File: src/ocd_pkg.sv
// Purpose: Shared constants for the output channel divider and driver
// Assumes: Byte-wide registers, each in the low lane of one Wishbone word
// Notes: Register byte address is four times the register index
package ocd_pkg;
  localparam int OCD_ADR_W = 14;
  localparam int OCD_IDX_W = 12;
  localparam int OCD_DIV_W = 10;
  localparam int OCD_PH_W = 6;
  localparam int OCD_POS_W = 13;
  // Register indices
  localparam logic [11:0] OCD_IDX_SYNC_MASK = 12'h0436;
  localparam logic [11:0] OCD_IDX_DRIVE_CFG = 12'h0437;
  localparam logic [11:0] OCD_IDX_DIV_LOW = 12'h0438;
  localparam logic [11:0] OCD_IDX_DIV_HIGH = 12'h0439;
  localparam logic [11:0] OCD_IDX_DIV_PHASE = 12'h043a;
  // Field layout
  localparam int OCD_POL_BIT = 0;
  localparam int OCD_DRV_LSB = 1;
  localparam int OCD_DRV_MSB = 2;
  localparam int OCD_MASK_BIT = 0;
  localparam int OCD_DIVH_MSB = 1;
  localparam int OCD_PH_MSB = 5;
  // Drive codes
  localparam logic [1:0] OCD_DRV_LOW = 2'h0;
  localparam logic [1:0] OCD_DRV_MID = 2'h1;
  localparam logic [1:0] OCD_DRV_HIGH = 2'h2;
  localparam logic [1:0] OCD_DRV_OFF = 2'h3;
  // Reset values
  localparam logic [7:0] OCD_RST_BYTE = 8'h00;
  localparam logic [31:0] OCD_RD_ZERO = 32'h0000_0000;
  typedef enum logic [0:0] {OCD_HELD, OCD_RUN} ocd_state_t;
endpackage

File: src/ocd_divider.sv
// Purpose: Integer divider with half-period start phase, two samples per clock
// Assumes: REF_CLK is the divider input clock from the upstream prescaler
// Notes: Position counts half periods; bit 1 of level is the first half of a cycle
module ocd_divider
  import ocd_pkg::*;
(
  input wire logic clk,
  input wire logic rst_n,
  input wire logic [OCD_DIV_W-1:0] div,
  input wire logic [OCD_PH_W-1:0] phase,
  input wire logic sync,
  input wire logic mask,
  output logic [1:0] level
);
  ocd_state_t state;
  logic signed [OCD_POS_W-1:0] pos;
  logic signed [OCD_POS_W-1:0] next_pos;
  logic signed [OCD_POS_W-1:0] per2;
  logic signed [OCD_POS_W-1:0] pos_b;
  logic [OCD_POS_W-1:0] per;

  // High for the first half of the period, low before the phase delay ends
  function automatic logic lvl(input logic signed [OCD_POS_W-1:0] p,
                               input logic [OCD_POS_W-1:0] hi_len);
    lvl = (p >= 0) && ($unsigned(p) < hi_len);
  endfunction

  assign per = {{(OCD_POS_W-OCD_DIV_W){1'b0}}, div} + 13'h0001;
  assign per2 = $signed(per << 1);

  // Advance two half periods each clock, wrap at one output period
  always_comb begin
    next_pos = pos + 13'sh0002;
    if (next_pos >= per2) begin
      next_pos = next_pos - per2;
    end
    if (next_pos >= per2) begin
      next_pos = '0; // Divide value shrank mid-period
    end
  end

  // Sync restarts at minus phase so the first edge lags by phase half periods
  always_ff @(posedge clk) begin
    if (!rst_n) begin
      state <= OCD_HELD;
      pos <= '0;
    end else if (sync && !mask) begin
      state <= OCD_RUN;
      pos <= -$signed({{(OCD_POS_W-OCD_PH_W){1'b0}}, phase});
    end else if (state == OCD_RUN || mask) begin
      state <= OCD_RUN;
      pos <= next_pos;
    end
  end

  // Second half sample wraps into the next period when the phase is odd
  always_comb begin
    pos_b = pos + 13'sh0001;
    if (pos_b >= per2) begin
      pos_b = pos_b - per2;
    end
  end

  // Levels at this half and the next, held low while waiting for sync
  always_comb begin
    case (state)
      OCD_RUN: level = {lvl(pos, per), lvl(pos_b, per)};
      default: level = 2'b00;
    endcase
  end
endmodule

File: src/ocd_channel.sv
// Functional notes
// - Drive bits [2:1]: 00 lowest (reset), 01 intermediate, 10 highest drive.
// - Drive code 11 powers the driver down, both pins high impedance.
// - Config bit 0 inverts output polarity; reset value 0 passes unchanged.
// - Channel divides its input clock by programmed 10-bit value plus one.
// - Divide value is low byte plus bits [1:0] of the high register.
// - Phase bits [5:0] delay start after sync in half input periods.
// - Divide, phase and output configuration all reset to zero.
// - Sync mask set frees the divider and makes it ignore sync events.
//
// Purpose: One clock output channel: registers, divider, polarity, driver control
// Assumes: Classic Wishbone slave, one ack per request, REF_CLK at 100 MHz
// Notes: Each output pair carries two half-cycle samples per REF_CLK cycle
module ocd_channel
  import ocd_pkg::*;
(
  input wire logic REF_CLK,
  input wire logic RSTN,
  input wire logic WB_CYC_I,
  input wire logic WB_STB_I,
  input wire logic WB_WE_I,
  input wire logic [OCD_ADR_W-1:0] WB_ADR_I,
  input wire logic [3:0] WB_SEL_I,
  input wire logic [31:0] WB_DAT_I,
  output logic [31:0] WB_DAT_O,
  output logic WB_ACK_O,
  input wire logic SYNC,
  output logic [1:0] OUT_A_P,
  output logic [1:0] OUT_A_N,
  output logic OUT_A_OE_N,
  output logic [1:0] OUT_A_DRIVE
);
  logic [7:0] output_drive_config;
  logic [7:0] channel_divide_low;
  logic [7:0] channel_divide_high;
  logic [7:0] channel_divide_phase;
  logic sync_mask;
  logic [OCD_IDX_W-1:0] idx;
  logic req;
  logic wr_en;
  logic [1:0] div_level;
  logic [1:0] pol_level;
  logic [31:0] next_rd;
  logic [OCD_DIV_W-1:0] div_value;

  assign idx = WB_ADR_I[OCD_IDX_W+1:2];
  assign req = WB_CYC_I && WB_STB_I && !WB_ACK_O;
  // Writes land once, on the cycle the ack is raised, low lane only
  assign wr_en = req && WB_WE_I && WB_SEL_I[0];
  assign div_value = {channel_divide_high[OCD_DIVH_MSB:0], channel_divide_low};

  // Register writes; reserved bits never store so they read back zero
  always_ff @(posedge REF_CLK) begin
    if (!RSTN) begin
      output_drive_config <= OCD_RST_BYTE;
      channel_divide_low <= OCD_RST_BYTE;
      channel_divide_high <= OCD_RST_BYTE;
      channel_divide_phase <= OCD_RST_BYTE;
      sync_mask <= 1'b0;
    end else if (wr_en) begin
      case (idx)
        OCD_IDX_DRIVE_CFG: output_drive_config <= {5'h00, WB_DAT_I[OCD_DRV_MSB:0]};
        OCD_IDX_DIV_LOW: channel_divide_low <= WB_DAT_I[7:0];
        OCD_IDX_DIV_HIGH: channel_divide_high <= {6'h00, WB_DAT_I[OCD_DIVH_MSB:0]};
        OCD_IDX_DIV_PHASE: channel_divide_phase <= {2'h0, WB_DAT_I[OCD_PH_MSB:0]};
        OCD_IDX_SYNC_MASK: sync_mask <= WB_DAT_I[OCD_MASK_BIT];
        default: sync_mask <= sync_mask; // Unmapped writes are dropped
      endcase
    end
  end

  // Read mux; unmapped addresses answer zero
  always_comb begin
    next_rd = OCD_RD_ZERO;
    case (idx)
      OCD_IDX_DRIVE_CFG: next_rd[7:0] = output_drive_config;
      OCD_IDX_DIV_LOW: next_rd[7:0] = channel_divide_low;
      OCD_IDX_DIV_HIGH: next_rd[7:0] = channel_divide_high;
      OCD_IDX_DIV_PHASE: next_rd[7:0] = channel_divide_phase;
      OCD_IDX_SYNC_MASK: next_rd[OCD_MASK_BIT] = sync_mask;
      default: next_rd = OCD_RD_ZERO;
    endcase
  end

  // Ack one cycle after the request, drop it the cycle after
  always_ff @(posedge REF_CLK) begin
    if (!RSTN) begin
      WB_ACK_O <= 1'b0;
      WB_DAT_O <= OCD_RD_ZERO;
    end else begin
      WB_ACK_O <= req;
      WB_DAT_O <= req ? next_rd : OCD_RD_ZERO;
    end
  end

  ocd_divider u_div (
    .clk(REF_CLK),
    .rst_n(RSTN),
    .div(div_value),
    .phase(channel_divide_phase[OCD_PH_MSB:0]),
    .sync(SYNC),
    .mask(sync_mask),
    .level(div_level)
  );

  // Polarity sits after the phase offset, ahead of the power-down gate
  assign pol_level = output_drive_config[OCD_POL_BIT] ? ~div_level : div_level;

  // Driver outputs; powered down pair idles low and releases the pins
  always_ff @(posedge REF_CLK) begin
    if (!RSTN) begin
      OUT_A_P <= 2'b00;
      OUT_A_N <= 2'b00;
      OUT_A_OE_N <= 1'b0;
      OUT_A_DRIVE <= OCD_DRV_LOW;
    end else if (output_drive_config[OCD_DRV_MSB:OCD_DRV_LSB] == OCD_DRV_OFF) begin
      OUT_A_P <= 2'b00;
      OUT_A_N <= 2'b00;
      OUT_A_OE_N <= 1'b1;
      OUT_A_DRIVE <= OCD_DRV_OFF;
    end else begin
      OUT_A_P <= pol_level;
      OUT_A_N <= ~pol_level;
      OUT_A_OE_N <= 1'b0;
      OUT_A_DRIVE <= output_drive_config[OCD_DRV_MSB:OCD_DRV_LSB];
    end
  end
endmodule

File: config.mk
export PLATFORM = sky130hd
export DESIGN_NAME = ocd_channel
export DESIGN_NICKNAME = d
export VERILOG_FILES = /design/src/ocd_pkg.sv /design/src/ocd_divider.sv /design/src/ocd_channel.sv
export SDC_FILE = /design/constraint.sdc
export NUM_CORES = 1
export LEC_CHECK = 0
export ABC_AREA = 1
export ABC_CLOCK_PERIOD_IN_PS = 6100
export BUFFER_PORTS_ARGS = -buffer_cell sky130_fd_sc_hd__buf_2
export CORE_MARGIN = 10
export CORE_UTILIZATION = 54
export DETAILED_ROUTE_END_ITERATION = 10
export PLACE_DENSITY = 0.79
export SYNTH_ARGS = -nofsm -noshare
export SYNTH_HDL_FRONTEND = slang
export SYNTH_SLANG_ARGS = --single-unit
File: constraint.sdc
create_clock -name REF_CLK -period 6.1 [get_ports REF_CLK]
set_clock_uncertainty 0.15 [all_clocks]
set_input_delay 1.22 -clock REF_CLK [delete_from_list [all_inputs] [get_ports REF_CLK]]
set_output_delay 1.22 -clock REF_CLK [all_outputs]
set_load 0.05 [all_outputs]
## Yosys cells after proc, flatten, opt, wreduce, memory -nomap -nowiden

Index checks and enable logic that the tools add are counted.

- Bitwise gates (word level): 3
- Mux-type cells: 13
- Eq/ne operators: 6
- $add $sub $neg: 6
- $lt $le $gt $ge: 7
- Reduce and logical (&&, ||, !) cells: 18

Operators by type and width:

| cell | number |
|---|---|
| $mux 13 | 5 |
| $eq 12x11->1 const B | 5 |
| $ge 13x13->1 | 3 |
| $pmux 7 s4 | 1 |
| $ge 13x1->1 const B | 2 |
| $lt 13x11->1 | 2 |
| $sub 13x13->13 | 2 |
| $add 13x2->13 const B | 1 |
| $add 13x3->13 const B | 1 |
| $neg 6->13 | 1 |
| $reduce_and 2->1 | 6 |
| $add 10x1->11 const B | 1 |
| $logic_and 1x1->1 | 7 |
| $mux 2 | 3 |
| $pmux 1 s5 | 1 |
| $not 2->2 | 2 |
| $mux 1 | 3 |
| $eq 2x2->1 const B | 1 |
| $logic_not 1->1 | 2 |
| $reduce_bool 2->1 | 1 |
| $reduce_or 2->1 | 1 |
| $logic_or 1x1->1 | 1 |
| $not 1->1 | 1 |

- Input port bits: 56
- Output and inout bits: 40
- Register bits: 74
- Word-level logic and storage cells: 67

## Logic depth before layout (Yosys ltp)

- Depth in word-level cells: 9
- Gate-level depth with buffers: 39
- Mapped depth without buffers: 38

## By module

From an unflattened synthesis, not the netlist that was laid out.

- Cell total of the unflattened synthesis: 729
- Area, all modules: 4926.0 um^2

By module, submodules not included:

| module | sequential area each (um^2) | area each (um^2) | instances | cells an instance |
|---|---|---|---|---|
| ocd_divider | 280.3 | 3269.4 | 1 | 509 |
| ocd_channel | 720.7 | 1656.6 | 1 | 220 |

## Worst setup path before layout

OpenSTA, ideal clock, no wires.

- Path type: register -> register
- From: register u_div.pos[0]
- To: register OUT_A_N[0]
- Data arrival time: 4337 ps
- Library setup time: 129 ps
- Setup slack: 1483 ps
- Period minus slack after synthesis: 4617 ps
- Path buffers: 2
- Data required time: 5821 ps
- Stages on the path, launching flop included: 39
- Cell sequence: dfxtp_1 inv_1 clkbuf_1 ha_1 inv_1 ha_1 inv_1 fa_1 nand3_1 nand2_1 a21o_1 nand2_1 nand2_1 nand3_1 nand2_1 nand2_1 nand2_1 nand3_1 [3 not listed] o21ai_0 ha_1 nand2_1 nor2_1 o21ai_0 o211ai_1 a21oi_1 or2_2 nand3_1 nand2_1 nand2_1 nand2_1 nand2_1 nand2_1 nand2_1 nand2_1 nand2_1 nor2_1

- Cells in the longest elaborated chain, start to end: 9

Ends and longest elaborated chain:

| element | RTL line | text |
|---|---|---|
| start, declared | ocd_divider.sv:16 | `logic signed [OCD_POS_W-1:0] pos;` |
| start signal, assigned | ocd_divider.sv:49 | `pos <= -$signed({{(OCD_POS_W-OCD_PH_W){1'b0}}, phase});` |
| start signal, assigned | ocd_divider.sv:52 | `pos <= next_pos;` |
| $add 13x2->13 * | ocd_divider.sv:58 | `pos_b = pos + 13'sh0001;` |
| $sub 13x13->13 or $ge 13x13->1 (tied branches) | ocd_divider.sv:60, ocd_divider.sv:59 |  |
| $mux 13 * | ocd_divider.sv:59 | `if (pos_b >= per2) begin` |
| $ge 13x1->1 or $lt 13x11->1 (tied branches) | ocd_divider.sv:25 | `lvl = (p >= 0) && ($unsigned(p) < hi_len);` |
| $logic_and 1x1->1 * | ocd_divider.sv:25 |  |
| $mux 2 * | ocd_divider.sv:66 | `case (state)` |
| $not 2->2 | ocd_channel.sv:107 | `assign pol_level = output_drive_config[OCD_POL_BIT] ? ~div_level : div_level;` |
| $mux 2 * | ocd_channel.sv:107 |  |
| $not 2->2 * | ocd_channel.sv:123 | `OUT_A_N <= ~pol_level;` |
| end signal, assigned | ocd_channel.sv:123 |  |
| end, declared | ocd_channel.sv:29 | `output logic [1:0] OUT_A_N,` |

Every way passes the cells marked *; elsewhere a longest branch is shown, timed or not.
A chain may end at the register's enable or synchronous reset.

## Final worst setup path

Ends and elaborated chain as after synthesis.

==> metrics.csv <==
stage;metric;value;unit
detailed_routing;routed vias;5138;
setup_path;crit-path most repeated cell;nand2_1;
setup_path;Reg2Reg Setup Slack;0.86;ns
detailed_routing;drt initial violations;452;
yosys;asr flop ratio synth;0;%
yosys;Post-synth top cells;158 x nand2_1, 105 x inv_1, 64 x nor2_1;
pwr;Switching Share;55.0;%
yosys;Mapped Cells;776;
detailed_routing;Post-DRT Antenna Nets;0;
floorplanning;die area;0.0135;mm^2
detailed_routing;final wirelength;13800;um
place;Post-DP HPWL;11500;um
yosys;cell area after synthesis;0.00499;mm^2
place;count of input and output buffers;42;
min_path;hold path endpoint;OUT_A_DRIVE[1]$_SDFF_PN0_;
min_path;min-delay worst type;flip-flop to flip-flop;
job;max_cap viols;0;
pwr;internal cell power;1380;uW
global_route;largest net degree at the start of global routing;36;
place;Placer Congestion;0.957;
timing;Final min period;5.24;ns
yosys;Seq/Total Area, Yosys;20.1;%
pwr;Comb power frac;77.6;%
timing;RSZ-0062 raised after global routing;no;
min_path;Min-Delay Path Depth;2;
setup_path;FF-to-FF path depth;38;
setup_path;Critical Path AT;5.27;ns
yosys;post-synthesis register bit count;50;
setup_path;r2r startpoint;u_div.pos[0]$_SDFFE_PN0P_;
yosys;number of synthesized flops with an enable pin;0;
pwr;pwr dens;575;mW/mm^2
yosys;syn avg cell area;6.43;um^2
clocking;Root Driver;clkbuf_8;
outcome;status;finished clean;
global_route;vias in the first global route;4663;
min_path;min-delay src;output_drive_config[2]$_SDFFE_PN0P_;
floorplanning;Placeable Area;0.00911;mm^2
yosys;Yosys cell types;46;
timing;# setup viols final;0;
clocking;worst skew pair latency;0.32;ns
timing;fmax;0.191;GHz
detailed_routing;routed vias/inst;5.55;
clocking;post-CTS setup repair buffer count;0;
pwr;Clock power frac;8.4;%
layout;Layout Utilization;58.5;%
layout;number of antenna diodes;0;
global_route;gr usage total;19.9;%
pwr;leakage power;0.00266;uW
yosys;top post-synthesis cells by area;dfxtp_1 20%, nand2_1 12%, ha_1 12%, inv_1 7.9%, a21oi_1 6.2%;
setup_path;worst-path maximum fanout;19;
global_route;total congestion overflow;0;
setup_path;Crit. End Element;flip-flop;
floorplanning;Die X;116;um
timing;setup TNS;0;ns
pwr;VDD IR-drop max;264;uV
clocking;Clock transition at path regs;0.09;ns
setup_path;critical path class;flip-flop to flip-flop;
clocking;CTS tree;yes;
detailed_routing;drc violations;0;
layout;Final #Nets;918;
setup_path;required time at the worst-slack endpoint;6.13;ns
floorplanning;# rows;35;
pwr;switching pwr;1680;uW
yosys;Yosys top cell by area;dfxtp_1;
yosys;share of the synthesized area in the top cell type;20.1;%
layout;Layout area overhead;6.77;%
clocking;H-tree levels;2;
setup_path;CP peak stage delay;0.56;ns
setup_path;slowest CP cell;dfxtp_1;
setup_path;RR Endpoint;OUT_A_N[0]$_SDFF_PP0_;
clocking;hold buffers post-CTS;0;
timing;period utilization;85.9;%
floorplanning;Initial Util;54.8;%
detailed_routing;Avg WL per Cell;14.9;um
yosys;Ys Warns;0;
yosys;most frequent cell after synthesis;nand2_1;
detailed_routing;drt first pass iters;5;
floorplanning;chip height;116;um
timing;Final Hold Fails;0;
clocking;clk sinks;50;
setup_path;CP Launch Type;flip-flop;
timing;Max-slew headroom;42.5;%
clocking;clock buffer depth;2;
layout;share of cells above drive strength 1;9.69;%
floorplanning;Ports;96;
timing;Worst-Margin Slew;0.856;ns
pwr;sequential power share;14.0;%
clocking;clock buffer count from CTS;5;
yosys;ys flop type;dfxtp_1;
global_route;initial antenna violation count;0;
clocking;post-cts sizing count;0;
global_route;global-route wire length before repair;21900;um
timing;Max Transition Viols Final;0;
[stage by stage]
stage	std cells	cell area (um^2)	hold WS (ns)	worst slack, ns	power [uW]
global route	926	5330	0.353	0.410	3420
detailed placement	918	5210	0.300	0.974	2770
floorplan	799	5080	0.267	1.48	2360
finish	926	5330	0.311	0.860	3060
CTS	926	5330	0.317	0.939	3040
global placement	918	5210	0.284	1.10	2700
[critical path: cells and delay by family (launching register included)]
kind / cells / cell delay [ns]
flip-flops: 1 / 0.56
AND/OR/NAND/NOR: 26 / 2.10
buffers and inverters: 4 / 0.56
AO/OA/AOI/OAI: 4 / 0.47
adder cells (fa/ha/maj): 4 / 1.26
[flip-flops by register name, indices dropped and copies added (netlist names)]
register	flops
channel_divide_low	8
output_drive_config	3
sync_mask	1
OUT_A_OE_N	1
WB_ACK_O	1
OUT_A_DRIVE	2
WB_DAT_O	8
u_div.state	1
OUT_A_N	2
u_div.pos	13
channel_divide_phase	6
channel_divide_high	2
OUT_A_P	2
[kinds of logic after synthesis]
| family | Yosys count | share of synthesized area, % |
|---|---|---|
| flops | 50 | 20.1 |
| simple gates | 339 | 30.6 |
| buf+inv | 146 | 13.1 |
| fa+ha+maj | 48 | 12.3 |
| compound gates | 149 | 16.2 |
| other cells | 1 | 0.0751 |
| xor+xnor | 43 | 7.70 |
[how the worst max path moves through the flow]
| stage | endpoint | cells past startpoint | startpoint |
|---|---|---|---|
| after floorplan | OUT_A_N[0]$_SDFF_PP0_ | 38 | u_div.pos[0]$_SDFFE_PN0P_ |
| after global placement | OUT_A_N[0]$_SDFF_PP0_ | 38 | u_div.pos[0]$_SDFFE_PN0P_ |
| after detailed placement | OUT_A_N[0]$_SDFF_PP0_ | 38 | u_div.pos[0]$_SDFFE_PN0P_ |
| after CTS | OUT_A_N[0]$_SDFF_PP0_ | 38 | u_div.pos[0]$_SDFFE_PN0P_ |
| after global routing | OUT_A_N[0]$_SDFF_PP0_ | 38 | u_div.pos[0]$_SDFFE_PN0P_ |
| final | OUT_A_N[0]$_SDFF_PP0_ | 38 | u_div.pos[0]$_SDFFE_PN0P_ |
[power groups by stage]
| stage | registers (uW) | logic, uW | clock network [uW] |
|---|---|---|---|
| floorplan | 438 | 1920 | 0 |
| global placement | 431 | 2270 | 0 |
| detailed placement | 432 | 2340 | 0 |
| CTS | 425 | 2350 | 262 |
| global route | 432 | 2720 | 271 |
| finish | 428 | 2380 | 258 |
[area by class of cell]
| cell class | count | area (um^2) |
|---|---|---|
| clock buffer | 6 | 82.6 |
| clock inverter | 2 | 38.8 |
| fill | 929 | 3780 |
| inverter | 108 | 405 |
| multi-input combinational | 603 | 3420 |
| sequential | 50 | 1000 |
| tap | 111 | 139 |
| timing repair buffer | 46 | 240 |
[cells in the final DEF (no fill, tap or decap), drive strengths merged, types with 2 or more instances in the layout]
cell type / synthesis / layout
o211ai: 3 / 3
inv: 108 / 109
xor2: 32 / 32
o22ai: 5 / 5
nand3: 63 / 63
xnor2: 11 / 11
nand4: 12 / 12
nor3: 20 / 20
o21ai: 64 / 64
dfxtp: 50 / 50
o21bai: 4 / 4
a31oi: 4 / 4
nand2: 168 / 168
nor4: 3 / 3
clkbuf: 11 / 6
ha: 46 / 46
nor2: 66 / 66
or2: 2 / 2
fa: 2 / 2
nand3b: 2 / 2
a21oi: 62 / 62
buf: 27 / 46
conb: 1 / 24
[metal layers]
metal | routed length, um | vias to the layer above | track usage (%)
li1 | - | 2589 | -
met5 | 0 | - | 0
met4 | 327 | 0 | 7.42
met3 | 882 | 28 | 2.36
met1 | 6060 | 2339 | 26.0
met2 | 6550 | 182 | 33.0
Power figures use the tool's default switching activity.
